--- src/inc/zrx_pkg.sv ---
package zrx_pkg;
  // Opcodes and parameter masks
  localparam logic [7:0] OP_READ = 8'h02;
  localparam logic [7:0] OP_UPDATE = 8'h20;
  localparam logic [7:0] RD_MBZ_MASK = 8'h7C;
  localparam logic [7:0] UPD_MBZ_MASK = 8'hFE;
  localparam logic [15:0] UPD_P2_MBZ_MASK = 16'hFF00;
  localparam int ZONE_LONG_BIT = 7;
  localparam int UPD_SEL_BIT = 0;

  // Zone selectors
  localparam logic [1:0] ZONE_CFG = 2'h0;
  localparam logic [1:0] ZONE_FUSE = 2'h1;
  localparam logic [1:0] ZONE_DATA = 2'h2;

  // Zone sizes in 4-byte words
  localparam logic [16:0] CFG_WORDS = 17'h00016;
  localparam logic [16:0] FUSE_WORDS = 17'h00010;
  localparam logic [16:0] DATA_WORDS = 17'h00080;
  localparam logic [3:0] BLOCK_WORDS = 4'h8;
  localparam logic [15:0] BLOCK_ALIGN_MASK = 16'hFFF8;
  localparam logic [15:0] FUSE_GUARD_WORDS = 16'h0002;
  localparam int SLOT_LO = 3;

  // Config words that can never be read out
  localparam logic [21:0] CFG_HIDDEN_WORDS = 22'h000000;

  // Fuse-area policy value for compatibility mode
  localparam logic [7:0] FUSE_LEGACY = 8'hAA;

  // Slot policy word fields
  localparam int POL_HIDDEN_BIT = 7;
  localparam int POL_MASK_BIT = 6;
  localparam int POL_KEY_LO = 0;

  // Status codes
  localparam logic [7:0] STS_OK = 8'h00;
  localparam logic [7:0] STS_PARSE = 8'h03;
  localparam logic [7:0] STS_EXEC = 8'h0F;

  typedef struct packed {
    logic [7:0] opcode;
    logic [7:0] param1;
    logic [15:0] param2;
  } zrx_cmd_type;

  typedef struct packed {
    logic valid;
    logic merged;
    logic [3:0] source_slot;
    logic origin_rand;
    logic [7:0][31:0] value;
  } zrx_digest_type;

  typedef struct packed {
    logic [7:0] status;
    logic has_data;
    logic long_read;
    logic [7:0][31:0] data;
  } zrx_rsp_type;

  typedef enum logic [4:0] {
    ST_IDLE = 5'h01,
    ST_CHECK = 5'h02,
    ST_FETCH = 5'h04,
    ST_WAIT = 5'h08,
    ST_RESP = 5'h10
  } zrx_state_type;
endpackage : zrx_pkg

--- src/hw/zrx_core.sv ---
`timescale 1ns/1ns
// What this block does
// - Read opcode 02; zone bits 1:0 select zone, 2-6 zero, bit 7 long.
// - Masked read XORs each fetched word with the matching digest word.
// - Masking never applies to configuration or fuse zones.
// - Address counts words; long reads ignore the three lowest bits.
// - Reads past the end of the zone give an error.
// - Data zone reads fail while unlocked; slot policy rules afterwards.
// - Four-byte read of a hidden slot gives an error.
// - Hidden slot without masked-read flag can never be read.
// - Slot with both flags clear reads unmasked, short or long.
// - Masked read needs valid, merged, matching source slot, random origin.
// - Config words always readable except permanently hidden words.
// - Fuse zone reads fail while fuse zone unlocked.
// - Locked fuse zone with non-zero policy hides words zero and one.
// - Compatibility fuse policy allows only four-byte fuse reads.
// - Update command changes spare bytes after setup lock.
// - Update opcode 20; mode bit 0 picks byte; operand high byte zero.
// - Spare user byte written only when currently zero, else error.
// - With pick check on, pick byte written only while zero.
// - With pick check off, pick byte overwritten whenever setup is locked, success.
// - Update returns 00 when the byte changed, else execution error.
module zrx_core (
  // Clock and reset
  input wire logic I_CORE_CLK,
  input wire logic I_RESETN,
  // Command in
  input wire logic I_CMD_VALID,
  input wire zrx_pkg::zrx_cmd_type I_CMD,
  output logic O_CMD_READY,
  // Response out
  output logic O_RSP_VALID,
  output zrx_pkg::zrx_rsp_type O_RSP,
  // Lock and policy state
  input wire logic I_SETUP_LOCKED,
  input wire logic I_FUSE_LOCKED,
  input wire logic I_DATA_LOCKED,
  input wire logic [7:0] I_FUSE_AREA_POLICY,
  input wire logic [15:0][15:0] I_SLOT_POLICY_WORD,
  input wire zrx_pkg::zrx_digest_type I_SCRATCH_DIGEST_REG,
  // Spare configuration bytes
  input wire logic [7:0] I_SPARE_USER_BYTE,
  input wire logic [7:0] I_PICK_BYTE,
  input wire logic [7:0] I_PICK_CHECK_ENABLE,
  // Storage read port
  output logic O_MEM_RD,
  output logic [1:0] O_MEM_ZONE,
  output logic [7:0] O_MEM_ADDR,
  input wire logic I_MEM_VLD,
  input wire logic [31:0] I_MEM_DATA,
  // Spare byte write port
  output logic O_CFG_WR,
  output logic O_CFG_WR_PICK,
  output logic [7:0] O_CFG_WR_DATA
);

  localparam logic [16:0] CFG_WORDS_I = zrx_pkg::CFG_WORDS;

  function automatic logic cfg_hidden(input logic [15:0] first, input logic [3:0] cnt);
    logic hit;
    hit = 1'b0;
    for (int k = 0; k < 8; k++) begin
      if (4'(k) < cnt && (32'(first) + 32'(k)) < 32'(CFG_WORDS_I)) begin
        hit = hit | zrx_pkg::CFG_HIDDEN_WORDS[5'(32'(first) + 32'(k))];
      end
    end
    return hit;
  endfunction : cfg_hidden

  zrx_pkg::zrx_state_type st_q, st_d;
  zrx_pkg::zrx_cmd_type cmd_q, cmd_d;
  zrx_pkg::zrx_rsp_type rsp_q, rsp_d;
  logic [2:0] idx_q, idx_d;
  logic [7:0] addr_q, addr_d;
  logic mask_q, mask_d;
  logic wr_q, wr_d;
  logic wr_pick_q, wr_pick_d;
  logic [7:0] wr_data_q, wr_data_d;

  // Decode of the held command
  logic is_read, is_upd, long_rd, parse_err, read_err, range_err, zone_err, upd_pick;
  logic [1:0] zone;
  logic [15:0] word_addr;
  logic [3:0] nwords;
  logic [16:0] zone_words;
  logic [15:0] policy;
  logic hidden, masked, digest_ok;
  zrx_pkg::zrx_digest_type dig;

  assign dig = I_SCRATCH_DIGEST_REG;
  assign is_read = cmd_q.opcode == zrx_pkg::OP_READ;
  assign is_upd = cmd_q.opcode == zrx_pkg::OP_UPDATE;
  assign zone = cmd_q.param1[1:0];
  assign long_rd = cmd_q.param1[zrx_pkg::ZONE_LONG_BIT];
  assign upd_pick = cmd_q.param1[zrx_pkg::UPD_SEL_BIT];
  // Long reads drop the word-in-block bits
  assign word_addr = long_rd ? (cmd_q.param2 & zrx_pkg::BLOCK_ALIGN_MASK) : cmd_q.param2;
  assign nwords = long_rd ? zrx_pkg::BLOCK_WORDS : 4'h1;
  assign policy = I_SLOT_POLICY_WORD[word_addr[zrx_pkg::SLOT_LO +: 4]];
  assign hidden = policy[zrx_pkg::POL_HIDDEN_BIT];
  assign masked = policy[zrx_pkg::POL_MASK_BIT];

  always_comb begin
    parse_err = 1'b0;
    if (is_read) begin
      parse_err = ((cmd_q.param1 & zrx_pkg::RD_MBZ_MASK) != 8'h00) || zone == 2'h3;
    end else if (is_upd) begin
      parse_err = ((cmd_q.param1 & zrx_pkg::UPD_MBZ_MASK) != 8'h00) ||
                  ((cmd_q.param2 & zrx_pkg::UPD_P2_MBZ_MASK) != 16'h0000);
    end else begin
      parse_err = 1'b1;
    end
  end

  always_comb begin
    zone_words = zrx_pkg::CFG_WORDS;
    if (zone == zrx_pkg::ZONE_FUSE) begin
      zone_words = zrx_pkg::FUSE_WORDS;
    end else if (zone == zrx_pkg::ZONE_DATA) begin
      zone_words = zrx_pkg::DATA_WORDS;
    end
  end

  assign range_err = ({1'b0, word_addr} + {13'h0000, nwords}) > zone_words;
  // Key source must be a random-nonce merge with this slot's read key
  assign digest_ok = dig.valid && dig.merged && dig.origin_rand &&
                     dig.source_slot == policy[zrx_pkg::POL_KEY_LO +: 4];

  always_comb begin
    zone_err = 1'b0;
    if (zone == zrx_pkg::ZONE_CFG) begin
      zone_err = cfg_hidden(word_addr, nwords);
    end else if (zone == zrx_pkg::ZONE_FUSE) begin
      zone_err = !I_FUSE_LOCKED ||
                 (I_FUSE_AREA_POLICY != 8'h00 && word_addr < zrx_pkg::FUSE_GUARD_WORDS) ||
                 (I_FUSE_AREA_POLICY == zrx_pkg::FUSE_LEGACY && long_rd);
    end else begin
      zone_err = !I_DATA_LOCKED ||
                 (hidden && !long_rd) ||
                 (hidden && !masked) ||
                 (masked && !digest_ok);
    end
  end

  assign read_err = range_err || zone_err;

  always_comb begin
    st_d = st_q;
    cmd_d = cmd_q;
    rsp_d = rsp_q;
    idx_d = idx_q;
    addr_d = addr_q;
    mask_d = mask_q;
    wr_d = 1'b0;
    wr_pick_d = wr_pick_q;
    wr_data_d = wr_data_q;
    case (st_q)
      zrx_pkg::ST_IDLE: begin
        if (I_CMD_VALID) begin
          cmd_d = I_CMD;
          st_d = zrx_pkg::ST_CHECK;
        end
      end
      zrx_pkg::ST_CHECK: begin
        rsp_d = '0;
        rsp_d.status = zrx_pkg::STS_EXEC;
        st_d = zrx_pkg::ST_RESP;
        if (parse_err) begin
          rsp_d.status = zrx_pkg::STS_PARSE;
        end else if (is_upd) begin
          wr_pick_d = upd_pick;
          wr_data_d = cmd_q.param2[7:0];
          // Refused before setup lock so spare bytes stay under setup control
          if (!I_SETUP_LOCKED) begin
            rsp_d.status = zrx_pkg::STS_EXEC;
          end else if (!upd_pick) begin
            if (I_SPARE_USER_BYTE == 8'h00) begin
              wr_d = 1'b1;
            end
          end else if (I_PICK_CHECK_ENABLE == 8'h00 || I_PICK_BYTE == 8'h00) begin
            wr_d = 1'b1;
          end
          if (wr_d) begin
            rsp_d.status = zrx_pkg::STS_OK;
          end
        end else if (!read_err) begin
          // Masking is decided by the slot flag in data zone only
          mask_d = zone == zrx_pkg::ZONE_DATA && masked;
          idx_d = 3'h0;
          addr_d = word_addr[7:0];
          rsp_d.long_read = long_rd;
          st_d = zrx_pkg::ST_FETCH;
        end
      end
      zrx_pkg::ST_FETCH: begin
        st_d = zrx_pkg::ST_WAIT;
      end
      zrx_pkg::ST_WAIT: begin
        if (I_MEM_VLD) begin
          rsp_d.data[idx_q] = mask_q ? (I_MEM_DATA ^ dig.value[idx_q]) : I_MEM_DATA;
          if ({1'b0, idx_q} == nwords - 4'h1) begin
            rsp_d.status = zrx_pkg::STS_OK;
            rsp_d.has_data = 1'b1;
            st_d = zrx_pkg::ST_RESP;
          end else begin
            idx_d = idx_q + 3'h1;
            addr_d = addr_q + 8'h01;
            st_d = zrx_pkg::ST_FETCH;
          end
        end
      end
      zrx_pkg::ST_RESP: begin
        mask_d = 1'b0;
        st_d = zrx_pkg::ST_IDLE;
      end
      default: begin
        st_d = zrx_pkg::ST_IDLE;
      end
    endcase
  end

  always_ff @(posedge I_CORE_CLK or negedge I_RESETN) begin
    if (!I_RESETN) begin
      st_q <= zrx_pkg::ST_IDLE;
      cmd_q <= '0;
      rsp_q <= '0;
      idx_q <= 3'h0;
      addr_q <= 8'h00;
      mask_q <= 1'b0;
      wr_q <= 1'b0;
      wr_pick_q <= 1'b0;
      wr_data_q <= 8'h00;
    end else begin
      st_q <= st_d;
      cmd_q <= cmd_d;
      rsp_q <= rsp_d;
      idx_q <= idx_d;
      addr_q <= addr_d;
      mask_q <= mask_d;
      wr_q <= wr_d;
      wr_pick_q <= wr_pick_d;
      wr_data_q <= wr_data_d;
    end
  end

  assign O_CMD_READY = st_q == zrx_pkg::ST_IDLE;
  assign O_RSP_VALID = st_q == zrx_pkg::ST_RESP;
  assign O_RSP = rsp_q;
  assign O_MEM_RD = st_q == zrx_pkg::ST_FETCH;
  assign O_MEM_ZONE = cmd_q.param1[1:0];
  assign O_MEM_ADDR = addr_q;
  assign O_CFG_WR = wr_q;
  assign O_CFG_WR_PICK = wr_pick_q;
  assign O_CFG_WR_DATA = wr_data_q;

  // Checks on the held command as it is judged, on masking and on fetch timing
  logic in_check;
  assign in_check = st_q == zrx_pkg::ST_CHECK;

  parse_mbz_a: assert property (@(posedge I_CORE_CLK) disable iff (!I_RESETN)
    in_check && is_read && (cmd_q.param1 & zrx_pkg::RD_MBZ_MASK) != 8'h00
    |=> O_RSP_VALID && O_RSP.status == zrx_pkg::STS_PARSE)
    else $error("read with must-be-zero bits not refused");

  range_end_a: assert property (@(posedge I_CORE_CLK) disable iff (!I_RESETN)
    in_check && is_read && range_err |=> O_RSP_VALID && O_RSP.status != zrx_pkg::STS_OK)
    else $error("out of range read not refused");

  data_lock_a: assert property (@(posedge I_CORE_CLK) disable iff (!I_RESETN)
    in_check && is_read && zone == zrx_pkg::ZONE_DATA && !I_DATA_LOCKED
    |=> O_RSP_VALID && !O_RSP.has_data)
    else $error("data zone read while unlocked");

  short_hidden_a: assert property (@(posedge I_CORE_CLK) disable iff (!I_RESETN)
    in_check && is_read && zone == zrx_pkg::ZONE_DATA && hidden && !long_rd
    |=> ##0 st_q == zrx_pkg::ST_RESP ##1 !$past(O_RSP.has_data))
    else $error("short read of hidden slot allowed");

  never_read_a: assert property (@(posedge I_CORE_CLK) disable iff (!I_RESETN)
    in_check && is_read && zone == zrx_pkg::ZONE_DATA && hidden && !masked
    |=> !O_MEM_RD)
    else $error("hidden unmasked slot fetched");

  digest_gate_a: assert property (@(posedge I_CORE_CLK) disable iff (!I_RESETN)
    in_check && is_read && !parse_err && zone == zrx_pkg::ZONE_DATA && masked && !digest_ok
    |=> O_RSP_VALID && O_RSP.status == zrx_pkg::STS_EXEC)
    else $error("masked read with unusable digest");

  mask_zone_a: assert property (@(posedge I_CORE_CLK) disable iff (!I_RESETN)
    mask_q |-> cmd_q.param1[1:0] == zrx_pkg::ZONE_DATA)
    else $error("masking outside data zone");

  fuse_guard_a: assert property (@(posedge I_CORE_CLK) disable iff (!I_RESETN)
    in_check && is_read && zone == zrx_pkg::ZONE_FUSE &&
    (!I_FUSE_LOCKED || (I_FUSE_AREA_POLICY != 8'h00 && word_addr < zrx_pkg::FUSE_GUARD_WORDS))
    |=> O_RSP_VALID && O_RSP.status != zrx_pkg::STS_OK)
    else $error("guarded fuse word returned");

  spare_once_a: assert property (@(posedge I_CORE_CLK) disable iff (!I_RESETN)
    in_check && is_upd && !parse_err && !upd_pick && I_SPARE_USER_BYTE != 8'h00
    |=> !O_CFG_WR && O_RSP.status == zrx_pkg::STS_EXEC)
    else $error("non-zero spare byte overwritten");

  pick_free_a: assert property (@(posedge I_CORE_CLK) disable iff (!I_RESETN)
    in_check && is_upd && !parse_err && I_SETUP_LOCKED && upd_pick &&
    I_PICK_CHECK_ENABLE == 8'h00
    |=> O_CFG_WR && O_CFG_WR_PICK && O_RSP.status == zrx_pkg::STS_OK)
    else $error("unchecked pick byte not written");

  fetch_wait_a: assert property (@(posedge I_CORE_CLK) disable iff (!I_RESETN)
    O_MEM_RD |=> st_q == zrx_pkg::ST_WAIT && $stable(O_MEM_ADDR))
    else $error("fetch did not wait for storage");
endmodule : zrx_core

--- config.mk ---
export PLATFORM = sky130hd
export DESIGN_NAME = zrx_core
export DESIGN_NICKNAME = d
export VERILOG_FILES = /design/src/inc/zrx_pkg.sv /design/src/hw/zrx_core.sv
export SDC_FILE = /design/constraint.sdc
export NUM_CORES = 1
export LEC_CHECK = 0
export BUFFER_PORTS_ARGS = -buffer_cell sky130_fd_sc_hd__buf_2
export CAP_MARGIN = 40
export CELL_PAD_IN_SITES_DETAIL_PLACEMENT = 1
export CELL_PAD_IN_SITES_GLOBAL_PLACEMENT = 1
export CORE_AREA = 2 2 353 355
export CTS_BUF_LIST = sky130_fd_sc_hd__clkbuf_16
export DETAILED_ROUTE_END_ITERATION = 8
export DIE_AREA = 0 0 355 357
export PLACE_DENSITY_LB_ADDON = 0.1
export SLEW_MARGIN = 5
export SYNTH_ARGS = -nofsm -noshare
export SYNTH_HDL_FRONTEND = slang
export SYNTH_SLANG_ARGS = --single-unit
--- constraint.sdc ---
create_clock -name I_CORE_CLK -period 5.98 [get_ports I_CORE_CLK]
set_input_delay 0.299 -clock I_CORE_CLK [delete_from_list [all_inputs] [get_ports I_CORE_CLK]]
set_output_delay 0.299 -clock I_CORE_CLK [all_outputs]
set_load 0.01 [all_outputs]
==> results of run 1 <==
-- layer usage --
layer	up-vias	share of wire (%)
li1	7266	-
met1	7752	41
met2	595	48
met3	82	8.9
met4	10	1.4
met5	-	0.068
-- report_power, final --
group	switching (mW)	internal (mW)
Sequential	0.185	2.28
Combinational	0.845	0.571
Clock	1.09	1.41
Total	2.12	4.25
-- how the worst min path moves through the flow --
| stage | start | to | slack [ns] | depth (start not counted) |
|---|---|---|---|---|
| 6_report | I_MEM_DATA[22] | O_RSP[214] | 0.07 | 3 |
| 5_1_grt | I_MEM_DATA[13] | O_RSP[173] | 0.07 | 3 |
| 4_1_cts | I_MEM_DATA[22] | O_RSP[214] | 0.03 | 3 |
| 3_5_place_dp | cmd_q[8] | cmd_q[8] | 0.46 | 2 |
| 3_3_place_gp | cmd_q[13] | cmd_q[13] | 0.46 | 2 |
| 2_1_floorplan | I_RESETN | O_CFG_WR | 0.003 | 0 |
-- tightest hold or removal path: cells and delay by family --
kind | cells | cell delay [ns]
XOR/XNOR | 1 | 0.09
buffers and inverters | 1 | 0.09
AO/OA/AOI/OAI | 1 | 0.15
-- logic make-up (layout without fill, tap and decap cells) --
| family | count (synthesis) | after routing | share of synthesized area, % |
|---|---|---|---|
| buf+inv | 155 | 921 | 4.16 |
| other cells | 1 | 9 | 0.0247 |
| mux | 50 | 50 | 4.65 |
| fa+ha+maj | 11 | 11 | 0.905 |
| xor+xnor | 37 | 37 | 2.13 |
| simple gates | 540 | 540 | 17.5 |
| compound gates | 460 | 460 | 18.1 |
| flops | 319 | 319 | 52.5 |
-- stage by stage --
stage	worst slack [ns]	total power [mW]	instances	hold slack, ns	utilization, %
floorplan	2.56	3.29	1576	0.00341	-
global placement	1.21	3.94	3848	0.462	17.0
detailed placement	1.40	3.96	3864	0.459	17.1
CTS	1.38	6.57	3979	0.0260	18.5
global route	1.01	6.79	3979	0.0747	18.5
finish	1.49	6.37	3984	0.0659	18.5
-- final cells by class --
cell class	count	area (um^2)
Fill cell	14500	100000
Sequential cell	319	7990
Multi-Input combinational cell	1102	6790
Timing Repair Buffer	830	4570
Tap cell	1637	2050
Clock buffer	45	1130
Clock inverter	35	220
Inverter	11	41.3
Antenna cell	5	12.5
-- cell usage after synthesis, types with 2 or more instances --
master	count
sky130_fd_sc_hd__nand4_1	35
sky130_fd_sc_hd__a31oi_1	8
sky130_fd_sc_hd__o21ai_0	268
sky130_fd_sc_hd__buf_4	10
sky130_fd_sc_hd__nor2b_1	6
sky130_fd_sc_hd__and3_1	9
sky130_fd_sc_hd__a22oi_1	139
sky130_fd_sc_hd__o2bb2ai_1	2
sky130_fd_sc_hd__nand2_1	149
sky130_fd_sc_hd__clkbuf_1	120
sky130_fd_sc_hd__buf_1	9
sky130_fd_sc_hd__or4_1	2
sky130_fd_sc_hd__nor2_1	25
sky130_fd_sc_hd__mux4_2	15
sky130_fd_sc_hd__a21oi_1	16
sky130_fd_sc_hd__mux2i_1	23
sky130_fd_sc_hd__and4_1	2
sky130_fd_sc_hd__a2111oi_0	3
sky130_fd_sc_hd__buf_2	4
sky130_fd_sc_hd__nand3b_1	4
sky130_fd_sc_hd__o221ai_1	2
sky130_fd_sc_hd__xnor2_1	2
sky130_fd_sc_hd__nand3_1	263
sky130_fd_sc_hd__mux2_2	11
sky130_fd_sc_hd__o22a_1	6
sky130_fd_sc_hd__nor3b_1	10
sky130_fd_sc_hd__nor3_1	6
sky130_fd_sc_hd__ha_1	11
sky130_fd_sc_hd__nand4b_1	2
sky130_fd_sc_hd__nor4b_1	2
sky130_fd_sc_hd__dfrtp_1	318
sky130_fd_sc_hd__nor4_1	12
sky130_fd_sc_hd__and2_1	5
sky130_fd_sc_hd__and3b_1	3
sky130_fd_sc_hd__a211o_1	3
sky130_fd_sc_hd__inv_1	10
sky130_fd_sc_hd__xor2_1	35
sky130_fd_sc_hd__nand2b_1	2
-- state kept, by name, summed over array words and instances (netlist names) --
name / count
idx_q: 3
O_CFG_WR: 1
O_RSP: 260
mask_q: 1
O_CFG_WR_DATA: 8
cmd_q: 30
O_MEM_ZONE: 2
O_MEM_ADDR: 8
O_CFG_WR_PICK: 1
st_q: 5
==> impl_summary.log, run 1 <==
[metrics] Die Y-Extent: 357 um
[metrics] cell taking the most area after synthesis: sky130_fd_sc_hd__dfrtp_1
[metrics] startpoint of the most critical setup path: cmd_q[3]
[metrics] distinct cell type count after synthesis: 59
[metrics] cell type of the slowest stage on the worst timing path: sky130_fd_sc_hd__dfrtp_2
[metrics] setup repair after global routing missed its margin: no
[metrics] mean number of vias per cell: 3.94
[metrics] Slew HR: 25.8%
[metrics] number of global-route vias before repair: 16900
[metrics] antenna violations before repair: 19
[metrics] timing endpoint of the critical path: O_MEM_ADDR[0]
[metrics] core region area: 0.123 mm^2
[metrics] total gr overflow: 0
[metrics] root buffer cell: sky130_fd_sc_hd__clkbuf_16
[metrics] pin count of the biggest net entering global routing: 158
[metrics] total DRC errors in the routed layout: 0
[metrics] Clock Sink Count: 319
[metrics] global-route usage over all layers: 14.7%
[metrics] first-pass GRT wire length: 133 mm
[metrics] number of enable flip-flop cells after synthesis: 0
[metrics] site row count: 129
[metrics] type of the worst setup path: reg -> reg
[metrics] VDD IR-drop max: 0.210 mV
[metrics] Area Growth Syn to Fin: 50.0%
[metrics] RR Startpoint: cmd_q[3]
[metrics] data required time of the critical path: 6.47 ns
[metrics] most used routing layer: met2
[metrics] Starting Density: 12.4%
[metrics] family of cells with the greatest summed delay on the critical path: compound AO/OA/AOI/OAI gates
[metrics] synth warn: 0
[metrics] reg2reg setup slack: 1.49 ns
[metrics] worst hold path class: in -> reg
[metrics] number of hold buffers added after CTS: 35
[metrics] total leakage power: 11.1 nW
[metrics] prevailing post-synth register cell: sky130_fd_sc_hd__dfrtp_1
[metrics] largest clock skew in the final design: 0.0349 ns
[metrics] cell breakdown of the critical path: ha_1 -> and4_1 -> o21ai_0 -> nor2b_1 -> xor2_1 -> ha_1 -> a2111oi_0 -> o22ai_1 -> a2111oi_0 -> o21ai_0 -> a211o_1 -> and2_1 -> mux2_4
[metrics] data arrival at the endpoint of the critical path: 4.98 ns
[metrics] violation count after the first detailed-routing iteration: 719
[metrics] crit path time final: 4.49 ns
[metrics] syn avg cell area: 9.67 um^2
[metrics] CP Buf/Inv Count: 0
[metrics] type of destination of the critical path: flop
[metrics] total of endpoints with negative setup slack in the final report: 0
[metrics] area share of the largest cell type after synthesis: 52.3%
[metrics] final-report hold violation count: 0
[metrics] sequential element share of the synthesized area: 52.5%
[metrics] fin crit share: 75.1%
[metrics] die outline area: 0.127 mm^2
[metrics] most common library cell in the layout ignoring fill and taps: sky130_fd_sc_hd__buf_2
[metrics] share of final-layout standard cells stronger than drive strength 1: 38.9%
[metrics] die outline width: 355 um
[metrics] fraction of met3 tracks used by global routing: 5.33%
[metrics] worst stage delay on the critical path: 0.71 ns
[metrics] Cells after Synth: 1573
[metrics] power per standard cell area: 279 mW/mm^2
[metrics] number of clock buffers inserted by TritonCTS: 45
[metrics] clock transition at the registers of the reported paths: 0.05 ns
[metrics] Synth Register Bits: 319
[metrics] maximum capacitance violations: 0
[metrics] met1 Track Usage GR: 17.6%
[metrics] CP Depth: 13
[metrics] drt pass-1 iters: 5
[metrics] startpoint types: flop
[metrics] biggest area contributors in the synthesized netlist: sky130_fd_sc_hd__dfrtp_1 (52%), sky130_fd_sc_hd__o21ai_0 (8.8%), sky130_fd_sc_hd__nand3_1 (8.7%), sky130_fd_sc_hd__a22oi_1 (6.9%), sky130_fd_sc_hd__nand2_1 (3.7%)
[metrics] finished layout cell area: 0.0228 mm^2
[metrics] share of flip-flops with an asynchronous set or reset after synthesis: 100%
[metrics] clock tree from TritonCTS: yes
[metrics] transition time of the tightest slew-check pin: 1.11 ns
[metrics] HPWL after DPL: 72.5 mm
[metrics] htree depth: 2
[metrics] met2 layer usage reported by global route: 25.2%
[metrics] number of buffers inserted by post-CTS setup repair: 0
[metrics] total length of routed wires: 95.7 mm
[metrics] via count: 15700
[metrics] maximum fanout encountered on the critical timing path: 18
[metrics] final sum of negative setup slack: 0 ns
[metrics] antenna-violating nets left: 0
[metrics] Port Buffer Count: 746
[metrics] buffer levels on the longest clock path: 3
[metrics] total cell area at the placement stage: 0.0211 mm^2
[metrics] max frequency: 0.223 GHz
[metrics] average wire length per cell after detail routing: 24.0 um
[metrics] number of cells on the worst reg-to-reg path: 13
[metrics] final RePlAce weighted congestion: 0.918
[metrics] clock latency on the worst-skew pair: 0.61 ns
[metrics] commonest cells after routing, fill and taps aside: sky130_fd_sc_hd__buf_2 (745), sky130_fd_sc_hd__dfrtp_1 (316), sky130_fd_sc_hd__o21ai_0 (268)
[metrics] num ports: 911
[metrics] PostCTS Resize Cnt: 0
[metrics] fin nets: 2942
[metrics] endpoint of the worst register-to-register path: O_MEM_ADDR[0]
[metrics] Final Max Slew Viols: 0
[metrics] post-synth design cell area: 0.0152 mm^2
[metrics] run status: finished, final reports clean
No activity file was read; power rests on OpenSTA's default activity.
==> inputs of run 2 (changes only) <==
--- a/config.mk
+++ b/config.mk
@@ -9,10 +9,10 @@
 export CAP_MARGIN = 40
 export CELL_PAD_IN_SITES_DETAIL_PLACEMENT = 1
 export CELL_PAD_IN_SITES_GLOBAL_PLACEMENT = 1
-export CORE_AREA = 2 2 353 355
+export CORE_AREA = 2 2 356 358
 export CTS_BUF_LIST = sky130_fd_sc_hd__clkbuf_16
 export DETAILED_ROUTE_END_ITERATION = 8
-export DIE_AREA = 0 0 355 357
+export DIE_AREA = 0 0 358 360
 export PLACE_DENSITY_LB_ADDON = 0.1
 export SLEW_MARGIN = 5
 export SYNTH_ARGS = -nofsm -noshare
==> constraint.sdc (replaced) <==
create_clock -name I_CORE_CLK -period 3.8 [get_ports I_CORE_CLK]
set_input_delay 0.19 -clock I_CORE_CLK [delete_from_list [all_inputs] [get_ports I_CORE_CLK]]
set_output_delay 0.19 -clock I_CORE_CLK [all_outputs]
set_load 0.01 [all_outputs]
==> impl_summary.log, run 2 (synthesis results as in run 1) <==
[metrics] clock latency on the worst-skew pair: 0.63 ns
[metrics] root buffer cell: sky130_fd_sc_hd__clkbuf_16
[metrics] total gr overflow: 0
[metrics] CP Buf/Inv Count: 0
[metrics] site row count: 130
[metrics] setup repair after global routing missed its margin: no
[metrics] CP Depth: 13
[metrics] total leakage power: 11.3 nW
[metrics] total DRC errors in the routed layout: 0
[metrics] part of the power in the clock network: 38.5%
[metrics] die outline width: 358 um
[metrics] type of the worst setup path: reg -> reg
[metrics] cell breakdown of the critical path: ha_1 -> and4_1 -> o21ai_1 -> nor2b_1 -> xor2_1 -> ha_1 -> a2111oi_2 -> o22ai_1 -> a2111oi_1 -> o21ai_0 -> a211o_1 -> and2_2 -> mux2_4
[metrics] Area Growth Syn to Fin: 52.6%
[metrics] Port Buffer Count: 746
[metrics] power per standard cell area: 443 mW/mm^2
[metrics] global-route usage over all layers: 14.4%
[metrics] startpoint types: flop
[metrics] timing endpoint of the critical path: O_MEM_ADDR[0]
[metrics] type of destination of the critical path: flop
[metrics] worst hold margin: 0.0753 ns
[metrics] final RePlAce weighted congestion: 0.867
[metrics] commonest cells after routing, fill and taps aside: sky130_fd_sc_hd__buf_2 (745), sky130_fd_sc_hd__dfrtp_1 (316), sky130_fd_sc_hd__o21ai_0 (267)
[metrics] sequential power share: 36.0%
[metrics] clock tree from TritonCTS: yes
[metrics] htree depth: 2
[metrics] number of global-route vias before repair: 17300
[metrics] final sum of negative setup slack: 0 ns
[metrics] number of clock buffers inserted by TritonCTS: 45
[metrics] total length of routed wires: 95.4 mm
[metrics] largest clock skew in the final design: 0.0542 ns
[metrics] total instance count after detailed placement: 3917
[metrics] most common library cell in the layout ignoring fill and taps: sky130_fd_sc_hd__buf_2
[metrics] via count: 15900
[metrics] final setup margin: 0.310 ns
[metrics] HPWL after DPL: 72.3 mm
[metrics] internal portion of total power: 6.85 mW
[metrics] cell type of the slowest stage on the worst timing path: sky130_fd_sc_hd__dfrtp_2
[metrics] final instance count without filler cells: 4035
[metrics] final-report hold violation count: 0
[metrics] Final Max Slew Viols: 0
[metrics] max frequency: 0.287 GHz
[metrics] reg2reg setup slack: 0.31 ns
[metrics] buffer levels on the longest clock path: 3
[metrics] transition time of the tightest slew-check pin: 0.817 ns
[metrics] average wire length per cell after detail routing: 23.6 um
[metrics] core region area: 0.125 mm^2
[metrics] maximum fanout encountered on the critical timing path: 8
[metrics] power consumption: 10.3 mW
[metrics] data arrival at the endpoint of the critical path: 4.01 ns
[metrics] family of cells with the greatest summed delay on the critical path: compound AO/OA/AOI/OAI gates
[metrics] crit path time final: 3.49 ns
[metrics] VDD IR-drop max: 0.337 mV
[metrics] drt pass-1 iters: 5
[metrics] run status: finished, final reports clean
[metrics] max FFs per register: 260
[metrics] startpoint of the most critical setup path: cmd_q[3]
[metrics] maximum capacitance violations: 0
[metrics] share of final-layout standard cells stronger than drive strength 1: 40.1%
[metrics] mean number of vias per cell: 3.93
[metrics] minimum setup slack after placement: 0.0342 ns
[metrics] die outline area: 0.129 mm^2
[metrics] utilization after layout: 18.6%
[metrics] antenna violations before repair: 11
[metrics] num ports: 911
[metrics] Clock Sink Count: 319
[metrics] Top cell by count, worst path: sky130_fd_sc_hd__ha_1
[metrics] relative contribution of combinational cells to total power: 25.4%
[metrics] antenna-violating nets left: 0
[metrics] fin nets: 2982
[metrics] net switching power: 3.43 mW
[metrics] Starting Density: 12.2%
[metrics] clock transition at the registers of the reported paths: 0.07 ns
[metrics] fraction of power spent switching nets: 33.4%
[metrics] number of cells on the worst reg-to-reg path: 13
[metrics] Slew HR: 45.4%
[metrics] worst hold path class: in -> async
[metrics] fin crit share: 91.8%
[metrics] worst stage delay on the critical path: 0.41 ns
[metrics] finished layout cell area: 0.0232 mm^2
[metrics] pin count of the biggest net entering global routing: 95
[metrics] RR Startpoint: cmd_q[3]
[metrics] first-pass GRT wire length: 134 mm
[metrics] Die Y-Extent: 360 um
[metrics] total cell area at the placement stage: 0.0215 mm^2
[metrics] total of endpoints with negative setup slack in the final report: 0
[metrics] violation count after the first detailed-routing iteration: 700
[metrics] endpoint of the worst register-to-register path: O_MEM_ADDR[0]
[metrics] data required time of the critical path: 4.32 ns
==> run 2: cell count changes in the layout (fill, tap and decap cells not counted), sizes merged <==
cell | previous run | this run
clkinvlp | 1 | 0
diode | 5 | 6
clkinv | 19 | 17
buf | 795 | 835
==> run 2: per-layer routing <==
layer  vias to the layer above  global-route usage, %  wire length (um)
li1                       7325                      -                 -
met1                      7826                   17.0             39100
met2                       607                   24.8             45700
met3                        86                   5.33              8840
met4                         6                   2.90              1630
met5                         -                      0                45
==> run 2: power groups by stage <==
stage,combinational [mW],sequential (mW),clock [mW]
floorplan,1.44,3.74,0
global placement,2.61,3.76,0
detailed placement,2.64,3.77,0
CTS,2.68,3.71,4.15
global route,2.93,3.73,4.25
finish,2.62,3.70,3.96
==> run 2: worst min path at each step <==
stage                   startpoint    endpoint  slack, ns  cells past startpoint
finish                    I_RESETN  O_RSP[137]       0.08                      2
global route        I_MEM_DATA[22]  O_RSP[246]       0.06                      4
CTS                 I_MEM_DATA[16]  O_RSP[176]       0.03                      4
detailed placement        I_RESETN  O_RSP[137]       0.14                      1
global placement          I_RESETN  O_RSP[137]       0.14                      1
floorplan                 I_RESETN    O_CFG_WR      -0.11                      0
==> run 2: final cells by class <==
| cell class | count | area [um^2] |
|---|---|---|
| fillers | 14700 | 102000 |
| flip-flops and latches | 319 | 7990 |
| multi-input cells | 1102 | 6810 |
| repair buffers | 870 | 4940 |
| well taps | 1650 | 2060 |
| clock buffers | 45 | 1130 |
| clock inverters | 32 | 220 |
| inverters | 11 | 41.3 |
| diodes | 6 | 15.0 |
==> run 2: worst register-to-register path, delay by kind of cell (launching register included) <==
kind	cells	cell delay (ns)
AOI/OAI and AO/OA	6	1.44
adders and majority gates	2	0.55
and+or+nand+nor	3	0.54
DFF	1	0.41
muxes	1	0.31
xor gates and xnor gates	1	0.14
==> run 2: timing repair <==
item,4_1_cts,5_1_grt
resized for setup,0,6
endpoints found under the hold margin,236,0
buffers inserted,0,0
setup endpoints to repair,0,12
hold buffers,35,0
